==> config.mk <==
export PLATFORM = sky130hd
export DESIGN_NAME = hpp_decode
export DESIGN_NICKNAME = d
export VERILOG_FILES = /design/src/verilog/hpp_pkg.sv /design/src/verilog/hpp_strobe_if.sv /design/src/verilog/hpp_decode.sv /design/src/verilog/hpp_strobe_sync.sv /design/src/verilog/hpp_word_pack.sv
export VERILOG_INCLUDE_DIRS = /design/src /design/src/verilog
export SDC_FILE = /design/constraint.sdc
export NUM_CORES = 1
export LEC_CHECK = 0
export ABC_AREA = 1
export BUFFER_PORTS_ARGS = -buffer_cell sky130_fd_sc_hd__buf_2
export CORE_MARGIN = 2
export CORE_UTILIZATION = 40
export DETAILED_ROUTE_END_ITERATION = 6
export PLACE_DENSITY = 0.69
export REMOVE_ABC_BUFFERS = 1
export SLEW_MARGIN = 40
export SYNTH_ARGS = -nofsm -noshare
export SYNTH_HDL_FRONTEND = slang
export SYNTH_SLANG_ARGS = --single-unit
export TNS_END_PERCENT = 20
==> constraint.sdc <==
create_clock -name sys_clk -period 2.9 [get_ports sys_clk]
set_clock_uncertainty 0.05 [all_clocks]
set_input_delay 0 -clock sys_clk [delete_from_list [all_inputs] [get_ports sys_clk]]
set_output_delay 0 -clock sys_clk [all_outputs]
set_load 0.01 [all_outputs]
==> src/verilog/hpp_params.svh <==
/*
 Timing counts, address fields and word size for the host parallel port decode logic.
 Assumes inclusion by bare name from files under verilog/.
*/
`ifndef HPP_PARAMS_SVH
`define HPP_PARAMS_SVH
`define HPP_ADDR_W 24
`define HPP_HOST_BASE 24'hFFF000
`define HPP_HOST_MASK 24'hFFF000
`define HPP_DATA_ADDR 24'hFFF000
`define HPP_UIO_HI 4'h8
`define HPP_URAM_HI 4'h4
`define HPP_UBOOT_HI 4'h0
`define HPP_TOP_HI 4'hF
`define HPP_IRQ_PULSE_NS 20
`define HPP_CLK_NS 5
`define HPP_IRQ_CYC ((`HPP_IRQ_PULSE_NS + `HPP_CLK_NS - 1) / `HPP_CLK_NS)
`define HPP_WORD_BYTES 4
`endif

==> src/verilog/hpp_pkg.sv <==
/*
 Types shared by the host parallel port decode logic.
 Assumes hpp_params.svh is available for include.
*/
package hpp_pkg;
    typedef enum logic [1:0] {
        HPP_IDLE = 2'b00,
        HPP_STALL = 2'b01,
        HPP_RELEASE = 2'b10
    } hpp_state_t;
    typedef enum logic [0:0] {
        HPP_DIR_TO_CPU = 1'b0,
        HPP_DIR_TO_HOST = 1'b1
    } hpp_dir_t;
endpackage : hpp_pkg

==> src/verilog/hpp_strobe_if.sv <==
/*
 Carries the synchronised host strobe events from the synchroniser to the handshake logic.
 Assumes one clock domain, sys_clk.
*/
`timescale 1ns/1ps
interface hpp_strobe_if;
    logic strobe_level;
    logic strobe_fall;
    logic strobe_rise;
    modport src (output strobe_level, output strobe_fall, output strobe_rise);
    modport dst (input strobe_level, input strobe_fall, input strobe_rise);
endinterface : hpp_strobe_if

==> src/verilog/hpp_decode.sv <==
/*
 Host parallel port decode and handshake logic for a signal processor's external bus.
 Assumes proc_strobe and address come from the processor on sys_clk; host pins are asynchronous.
 The init line from the host is the asynchronous reset rst_b.
*/
// Operation
// - Host access is bus strobe combined with address lines 23 to 12.
// - Disconnect input floats the interrupt and ready outputs.
// - Five user selects plus ready, interrupt and transceiver enable are produced.
// - Led_mode_a input high lets user I/O and boot selects drive the LED.
// - Bidirectional port moves bytes both ways; unidirectional sends nibbles to host.
// - Range 0xFFF000 to 0xFFFFFF decodes as host interface access.
// - Falling host strobe pulses the request interrupt, only while idle with no word in progress.
// - Read at 0xFFF000 raises acknowledge, lowers error line, stalls with ready high.
// - Strobe rising edge during stalled read drives ready low, ending the read.
// - Four bytes per word, least significant first, assembled into 32 bits.
// - Write at 0xFFF000 raises acknowledge, lowers error line, stalls with ready high.
// - Strobe rising edge after host read drives ready low, ending the write.
// - Boot load skips the third and fourth bytes of the first word.
`timescale 1ns/1ps
`include "hpp_params.svh"
module hpp_decode
    import hpp_pkg::*;
#(
    parameter int IRQ_CYC = `HPP_IRQ_CYC
)
(
    input wire logic sys_clk,
    input wire logic rst_b,
    input wire logic proc_strobe_b,
    input wire logic proc_rw,
    input wire logic [23:0] proc_addr,
    input wire logic [7:0] proc_wdata,
    output logic [7:0] proc_rdata,
    input wire logic [7:0] host_data_in,
    output logic [7:0] host_data_out,
    output logic host_data_oe,
    input wire logic host_data_strobe,
    input wire logic host_bidir,
    input wire logic disconnect,
    input wire logic led_mode_a,
    output logic host_request_irq,
    output logic host_request_irq_oe,
    output logic proc_ready,
    output logic proc_ready_oe,
    output logic host_active_ack,
    output logic host_ack_indication,
    output logic host_error_b,
    output logic xcvr_en_b,
    output logic user_io_read_select,
    output logic user_io_write_select,
    output logic user_io_select,
    output logic user_ram_select,
    output logic user_boot_select,
    output logic led_in_a,
    output logic led_in_b,
    output logic [31:0] rx_word,
    output logic rx_word_valid
);
    // The pulse counter is eight bits wide
    if (IRQ_CYC < 1 || IRQ_CYC > 255)
    begin : g_irq_check
        $error("IRQ_CYC must be between 1 and 255 cycles");
    end

    function automatic logic hi_match(input logic [23:0] a, input logic [3:0] hi);
        hi_match = (a[23:20] == hi);
    endfunction : hi_match

    hpp_strobe_if sev ();
    hpp_strobe_sync u_sync (
        .sys_clk(sys_clk),
        .rst_b(rst_b),
        .host_data_strobe(host_data_strobe),
        .ev(sev)
    );

    logic strb_meta_reg;
    logic strb_reg;
    logic rw_reg;
    logic bidir_meta_reg;
    logic bidir_reg;
    logic disc_meta_reg;
    logic disc_reg;
    logic led_mode_a_meta_reg;
    logic led_mode_a_reg;
    logic [7:0] hd_meta_reg;
    logic [7:0] hd_reg;
    logic [23:0] addr_reg;

    // Processor strobe and pins pass two flops, address and read/write one, before any decode
    always_ff @(posedge sys_clk or negedge rst_b)
    begin
        if (!rst_b)
        begin
            strb_meta_reg <= 1'b1;
            strb_reg <= 1'b1;
            rw_reg <= 1'b1;
            addr_reg <= 24'h000000;
            bidir_meta_reg <= 1'b0;
            bidir_reg <= 1'b0;
            disc_meta_reg <= 1'b0;
            disc_reg <= 1'b0;
            led_mode_a_meta_reg <= 1'b0;
            led_mode_a_reg <= 1'b0;
            hd_meta_reg <= 8'h00;
            hd_reg <= 8'h00;
        end
        else
        begin
            strb_meta_reg <= proc_strobe_b;
            strb_reg <= strb_meta_reg;
            rw_reg <= proc_rw;
            addr_reg <= proc_addr;
            bidir_meta_reg <= host_bidir;
            bidir_reg <= bidir_meta_reg;
            disc_meta_reg <= disconnect;
            disc_reg <= disc_meta_reg;
            led_mode_a_meta_reg <= led_mode_a;
            led_mode_a_reg <= led_mode_a_meta_reg;
            hd_meta_reg <= host_data_in;
            hd_reg <= hd_meta_reg;
        end
    end

    logic bus_on;
    logic host_hit;
    logic data_hit;
    assign bus_on = ~strb_reg;
    assign host_hit = bus_on && ((addr_reg & `HPP_HOST_MASK) == `HPP_HOST_BASE);
    assign data_hit = host_hit && (addr_reg == `HPP_DATA_ADDR);

    hpp_state_t st_reg;
    hpp_state_t st_next;
    hpp_dir_t dir_reg;
    hpp_dir_t dir_next;
    logic busy_reg;
    logic busy_next;
    logic [7:0] irq_cnt_reg;
    logic [7:0] irq_cnt_next;
    logic [7:0] rdata_reg;
    logic [7:0] rdata_next;
    logic [7:0] hout_reg;
    logic [7:0] hout_next;
    logic step;
    logic boot_reg;
    logic boot_next;
    logic word_done;

    always_comb
    begin
        st_next = st_reg;
        dir_next = dir_reg;
        busy_next = busy_reg;
        irq_cnt_next = irq_cnt_reg;
        rdata_next = rdata_reg;
        hout_next = hout_reg;
        boot_next = boot_reg;
        step = 1'b0;
        if (irq_cnt_reg != 8'h00)
            irq_cnt_next = irq_cnt_reg - 8'h01;
        // Request interrupt only when no packet is moving
        if (sev.strobe_fall && !busy_reg && st_reg == HPP_IDLE)
            irq_cnt_next = 8'(IRQ_CYC);
        // Word end clears first, so a new access setting busy wins
        if (word_done)
        begin
            busy_next = 1'b0;
            boot_next = 1'b0;
        end
        case (st_reg)
            HPP_IDLE:
            begin
                if (data_hit)
                begin
                    st_next = HPP_STALL;
                    busy_next = 1'b1;
                    dir_next = rw_reg ? HPP_DIR_TO_CPU : HPP_DIR_TO_HOST;
                    // Unidirectional ports take the low nibble on the status lines
                    hout_next = bidir_reg ? proc_wdata : {4'h0, proc_wdata[3:0]};
                end
            end
            HPP_STALL:
            begin
                if (sev.strobe_rise)
                begin
                    st_next = HPP_RELEASE;
                    if (dir_reg == HPP_DIR_TO_CPU)
                    begin
                        rdata_next = hd_reg;
                        step = 1'b1;
                    end
                    else
                        busy_next = 1'b0;
                end
            end
            HPP_RELEASE:
            begin
                if (!bus_on)
                    st_next = HPP_IDLE;
            end
            default:
                st_next = HPP_IDLE;
        endcase
    end

    always_ff @(posedge sys_clk or negedge rst_b)
    begin
        if (!rst_b)
        begin
            st_reg <= HPP_IDLE;
            dir_reg <= HPP_DIR_TO_CPU;
            busy_reg <= 1'b0;
            irq_cnt_reg <= 8'h00;
            rdata_reg <= 8'h00;
            hout_reg <= 8'h00;
            boot_reg <= 1'b1;
        end
        else
        begin
            st_reg <= st_next;
            dir_reg <= dir_next;
            busy_reg <= busy_next;
            irq_cnt_reg <= irq_cnt_next;
            rdata_reg <= rdata_next;
            hout_reg <= hout_next;
            boot_reg <= boot_next;
        end
    end

    hpp_word_pack #(.WORD_BYTES(`HPP_WORD_BYTES)) u_pack (
        .sys_clk(sys_clk),
        .rst_b(rst_b),
        .step(step),
        .boot_mode(boot_reg),
        .rx_byte(hd_reg),
        .lane(),
        .word(rx_word),
        .word_done(word_done)
    );

    logic stalled;
    assign stalled = (st_reg == HPP_STALL);
    assign proc_rdata = rdata_reg;
    assign host_data_out = hout_reg;
    assign host_data_oe = stalled && (dir_reg == HPP_DIR_TO_HOST);
    assign rx_word_valid = word_done;
    assign host_active_ack = stalled;
    assign host_ack_indication = stalled;
    assign host_error_b = ~stalled;
    assign proc_ready = stalled;
    assign proc_ready_oe = ~disc_reg;
    assign host_request_irq = (irq_cnt_reg != 8'h00);
    assign host_request_irq_oe = ~disc_reg;
    assign xcvr_en_b = ~host_hit;
    assign user_io_select = bus_on && hi_match(addr_reg, `HPP_UIO_HI);
    assign user_io_read_select = user_io_select && rw_reg;
    assign user_io_write_select = user_io_select && !rw_reg;
    assign user_ram_select = bus_on && hi_match(addr_reg, `HPP_URAM_HI);
    assign user_boot_select = bus_on && hi_match(addr_reg, `HPP_UBOOT_HI);
    assign led_in_a = led_mode_a_reg & user_io_select;
    assign led_in_b = led_mode_a_reg & user_boot_select;
endmodule : hpp_decode

==> src/verilog/hpp_strobe_sync.sv <==
/*
 Two-stage synchroniser and edge detector for the asynchronous host data strobe.
 Assumes host_data_strobe comes from the host pin, asynchronous to sys_clk.
*/
`timescale 1ns/1ps
module hpp_strobe_sync
    import hpp_pkg::*;
(
    input wire logic sys_clk,
    input wire logic rst_b,
    input wire logic host_data_strobe,
    hpp_strobe_if.src ev
);
    logic meta_reg;
    logic sync_reg;
    logic last_reg;
    logic meta_next;
    logic sync_next;
    logic last_next;

    always_comb
    begin
        meta_next = host_data_strobe;
        sync_next = meta_reg;
        last_next = sync_reg;
    end

    always_ff @(posedge sys_clk or negedge rst_b)
    begin
        if (!rst_b)
        begin
            meta_reg <= 1'b1;
            sync_reg <= 1'b1;
            last_reg <= 1'b1;
        end
        else
        begin
            meta_reg <= meta_next;
            sync_reg <= sync_next;
            last_reg <= last_next;
        end
    end

    // One pulse per edge, seen only after two stages
    assign ev.strobe_level = sync_reg;
    assign ev.strobe_fall = last_reg & ~sync_reg;
    assign ev.strobe_rise = ~last_reg & sync_reg;
endmodule : hpp_strobe_sync

==> src/verilog/hpp_word_pack.sv <==
/*
 Byte lane sequencer: counts handshakes within a 32-bit word, least significant byte first,
 and assembles received bytes. Boot mode skips lanes 2 and 3 of the first word.
 Assumes step pulses come one per completed handshake from the same clock domain.
*/
`timescale 1ns/1ps
`include "hpp_params.svh"
module hpp_word_pack
    import hpp_pkg::*;
#(
    parameter int WORD_BYTES = `HPP_WORD_BYTES
)
(
    input wire logic sys_clk,
    input wire logic rst_b,
    input wire logic step,
    input wire logic boot_mode,
    input wire logic [7:0] rx_byte,
    output logic [1:0] lane,
    output logic [31:0] word,
    output logic word_done
);
    if (WORD_BYTES != 4)
    begin : g_width_check
        $error("hpp_word_pack supports only four bytes per word");
    end

    logic [1:0] lane_reg;
    logic [1:0] lane_next;
    logic [31:0] word_reg;
    logic [31:0] word_next;
    logic done_reg;
    logic done_next;
    logic first_reg;
    logic first_next;

    always_comb
    begin
        lane_next = lane_reg;
        word_next = word_reg;
        done_next = 1'b0;
        first_next = first_reg;
        if (!boot_mode)
            first_next = 1'b1;
        if (step)
        begin
            word_next[lane_reg*8 +: 8] = rx_byte;
            // Boot stream acts as byte-wide memory: first word ends after two bytes
            if ((lane_reg == 2'd3) || (boot_mode && first_reg && lane_reg == 2'd1))
            begin
                lane_next = 2'd0;
                done_next = 1'b1;
                if (boot_mode)
                    first_next = 1'b0;
            end
            else
                lane_next = lane_reg + 2'd1;
        end
    end

    always_ff @(posedge sys_clk or negedge rst_b)
    begin
        if (!rst_b)
        begin
            lane_reg <= 2'd0;
            word_reg <= 32'h00000000;
            done_reg <= 1'b0;
            first_reg <= 1'b1;
        end
        else
        begin
            lane_reg <= lane_next;
            word_reg <= word_next;
            done_reg <= done_next;
            first_reg <= first_next;
        end
    end

    assign lane = lane_reg;
    assign word = word_reg;
    assign word_done = done_reg;
endmodule : hpp_word_pack

==> qor.txt <==
===============================================================================================
Clock latency on the worst-skew pair .............................................      0.41 ns
Worst slew slack as a fraction of its limit ......................................        56.3%
Most frequently used cell type in the post-synthesis netlist .....................      nand2_1
Area fraction of the dominant cell type after synthesis ..........................        60.2%
Die X-Extent .....................................................................       110 um
Clock input transition at the sequential cells of the worst setup and hold paths .      0.06 ns
Power density relative to cell area ..............................................   685 mW/mm2
Maximum number of pins on one net before global-route repair .....................           67
Status ........................................................................... finished, final reports clean
Number of clock sinks ............................................................          117
Met2 capacity usage during global routing ........................................        29.5%
FF+latch count, synth ............................................................          117
Final routed wirelength across all metal layers ..................................      10.4 mm
Synth Instances ..................................................................          467
Remaining number of nets flagged by the antenna check after routing ..............            0
Worst-path maximum fanout ........................................................           18
Wire length of the first global-routing pass .....................................      17.5 mm
Final count of hold timing violations ............................................            0
Synth async-reset ratio ..........................................................         100%
Vias in the first global route ...................................................         3762
TritonCTS clock tree .............................................................          yes
Global-route track usage on met3 .................................................        6.97%
Multi-input gate area in the final layout ........................................  0.00132 mm2
Total number of vias .............................................................         3724
Number of ports placed on the die boundary .......................................          113
Type of origin of the critical path ..............................................    flip-flop
Shortest clock period the worst path allows after layout .........................      2.45 ns
Area growth, synth to finish .....................................................        39.3%
Filler Cells Inserted ............................................................          930
Main flop type after synthesis ...................................................      dfrtp_1
Maximum single-stage delay on the critical path ..................................      0.69 ns
Count of final max-slew check failures ...........................................            0
Endpoint kind of the worst setup timing path .....................................    flip-flop
Largest area contributor in the synthesized netlist ..............................      dfrtp_1
Root cell of the clock tree ......................................................    clkbuf_16
Standard cell core area ..........................................................   0.0109 mm2
Final setup violation count ......................................................            0
Fmax .............................................................................      408 MHz
Worst vdd ir .....................................................................     0.454 mV
Residual overflow from global routing ............................................            0
Transition time of the tightest slew-check pin ...................................     0.654 ns
RD Place Congestion ..............................................................        0.893
Starting DRC count in detailed routing ...........................................          269
Power after layout ...............................................................      4.33 mW
Leakage power ....................................................................      3.39 nW
Dominant cell type by count on the critical path .................................      nand2_1
Placed wire-length estimate ......................................................      6.67 mm
First-pass iteration count of the detailed router ................................            4
Total track usage ................................................................        18.1%
Critical path required time ......................................................      3.14 ns
Worst path slowest cell ..........................................................      dfrtp_1
Die Span Y .......................................................................       110 um
Proportion of layout cells with a drive suffix above 1 ...........................        24.4%
Number of antenna violations at the first check in global routing ................            0
Sequential cell area .............................................................  0.00294 mm2
Number of flip-flops under the largest register name .............................           32
Number of flops mapped to enable cells by yosys ..................................            0
Unrepaired setup endpoints after global routing ..................................        false
Number of different library cells in the post-synthesis netlist ..................           25
Max-capacitance violation count ..................................................            0
GR Util met1 .....................................................................        21.5%
Average wire per standard cell ...................................................      13.2 um
Final TNS setup ..................................................................         0 ns
Cell class contributing the biggest share of worst-path delay ....................   flip-flops
# Post-CTS Setup Buffers .........................................................            0
Number of placement rows .........................................................           38
Post-synthesis sequential area ratio .............................................        64.8%
Average via count per standard cell ..............................................         4.73
Post-synth top cells ............................................................. nand2_1 (120), dfrtp_1 (109), inv_1 (51)
Final worst path period share ....................................................        84.6%
CTS HTree Levels .................................................................            4
Arrival @ worst endpoint .........................................................      2.69 ns
Final net count ..................................................................          692
Starting density of the core .....................................................        41.5%
# DRC ............................................................................            0
Average instance area after synthesis ............................................     9.71 um2
Hold-fix buffer count after cts ..................................................           47
Number of buffers created by CTS .................................................           17
Buffer and inverter count on the worst path ......................................            2
CP cell instances ................................................................ clkinv_1 -> ha_1 -> clkinv_1 -> nand2_1 -> nor3_1 -> nand2_1 -> nand2_1
Total inserted antenna cells .....................................................            0
Critical Setup Path Class ........................................................ flip-flop to flip-flop
Most crowded layer after global routing ..........................................         met2
Gates resized, CTS repair ........................................................            0
Kind of path behind the tightest hold check ...................................... primary input to async pin
Die area .........................................................................   0.0122 mm2
Port Buf Inserts .................................................................          112
Summed instance area of the synthesized netlist ..................................  0.00453 mm2
Number of warnings printed during yosys synthesis ................................            0
Max Root-Sink Buffers ............................................................            2
Ranking of synthesized cells by area ............................................. dfrtp_1 (60%), nand2_1 (9.9%), dfstp_2 (4.6%)
===============================================================================================
[cells in the final DEF, fill, tap and decap left out]
cell type,synthesis,routed
nor4_1,1,1
nand2_2,1,1
o31ai_1,1,1
nand2_1,120,120
buf_12,0,1
clkbuf_16,0,17
nand3_4,1,1
nand3_1,40,40
inv_6,0,2
buf_4,3,2
nand4_1,3,3
clkinv_2,0,2
nor2_2,2,2
nor3_1,13,13
o21ai_0,42,42
dfrtp_1,109,109
dlygate4sd3_1,0,47
nand3b_1,2,2
clkbuf_8,0,1
ha_1,9,9
dfstp_2,8,8
inv_1,51,51
bufinv_16,0,3
clkinv_1,3,3
nor2_1,41,41
xnor2_1,1,1
clkinvlp_4,0,2
o22ai_1,1,1
buf_2,5,111
and2_1,2,2
clkinv_4,0,5
a21oi_1,4,4
[worst paths after layout]
path,start,endpoint,slack (ns),cells after the start
max in group asynchronous,rst_b,u_pack.first_reg$_DFF_PN1_,1.89,3
hold / removal,rst_b,disc_meta_reg$_DFF_PN0_,0.12,2
min in group sys_clk,proc_addr[3],addr_reg[3]$_DFF_PN0_,0.17,2
hold reg to reg,hd_meta_reg[7]$_DFF_PN0_,hd_reg[7]$_DFF_PN0_,0.29,0
setup reg to reg,u_pack.lane[0]$_DFFE_PN0P_,u_pack.word[1]$_DFFE_PN0P_,0.45,7
setup / recovery,u_pack.lane[0]$_DFFE_PN0P_,u_pack.word[1]$_DFFE_PN0P_,0.45,7
[cell families after synthesis]
logic type | after synthesis | share of synthesized area [%]
flip-flops | 117 | 64.8
AO/OA/AOI/OAI | 48 | 5.38
adder cells (fa/ha/maj) | 9 | 2.48
buffers and inverters | 66 | 6.02
AND/OR/NAND/NOR | 226 | 21.1
XOR/XNOR | 1 | 0.193
[through the flow]
step                      setup WS, ns  util [%]  instances  area [um2]  hold WS, ns
final                            0.448      57.8        788        6320        0.118
after global placement           0.572      47.8        709        5230      0.00598
after global routing             0.142      57.8        788        6320        0.164
after detailed placement         0.473      47.8        709        5230      0.00912
after floorplan                  0.842         -        455        4460       -0.346
after CTS                        0.456      57.8        788        6320        0.138
[metal layers]
| metal | vias to the layer above | part of all wire, % |
|---|---|---|
| li1 | 1827 | - |
| met4 | 0 | 2.0 |
| met1 | 1756 | 42 |
| met5 | - | 0 |
| met2 | 121 | 50 |
| met3 | 20 | 6.4 |
[area by class of cell]
| class | instances | area share, % |
|---|---|---|
| Timing Repair Buffer | 161 | 16.8 |
| Clock inverter | 14 | 2.79 |
| Tap cell | 140 | 2.77 |
| Sequential cell | 117 | 46.5 |
| Clock buffer | 18 | 6.95 |
| Multi-Input combinational cell | 284 | 21.0 |
| Inverter | 54 | 3.21 |
[power breakdown]
group          switching (mW)  total [mW]  leakage, nW  internal, mW
Combinational           0.229       0.410         1.64         0.181
Clock                   0.757        2.14        0.297          1.38
Sequential             0.0555        1.78         1.45          1.73
Total                    1.04        4.33         3.39          3.29
No activity file was read; power rests on OpenSTA's default activity.
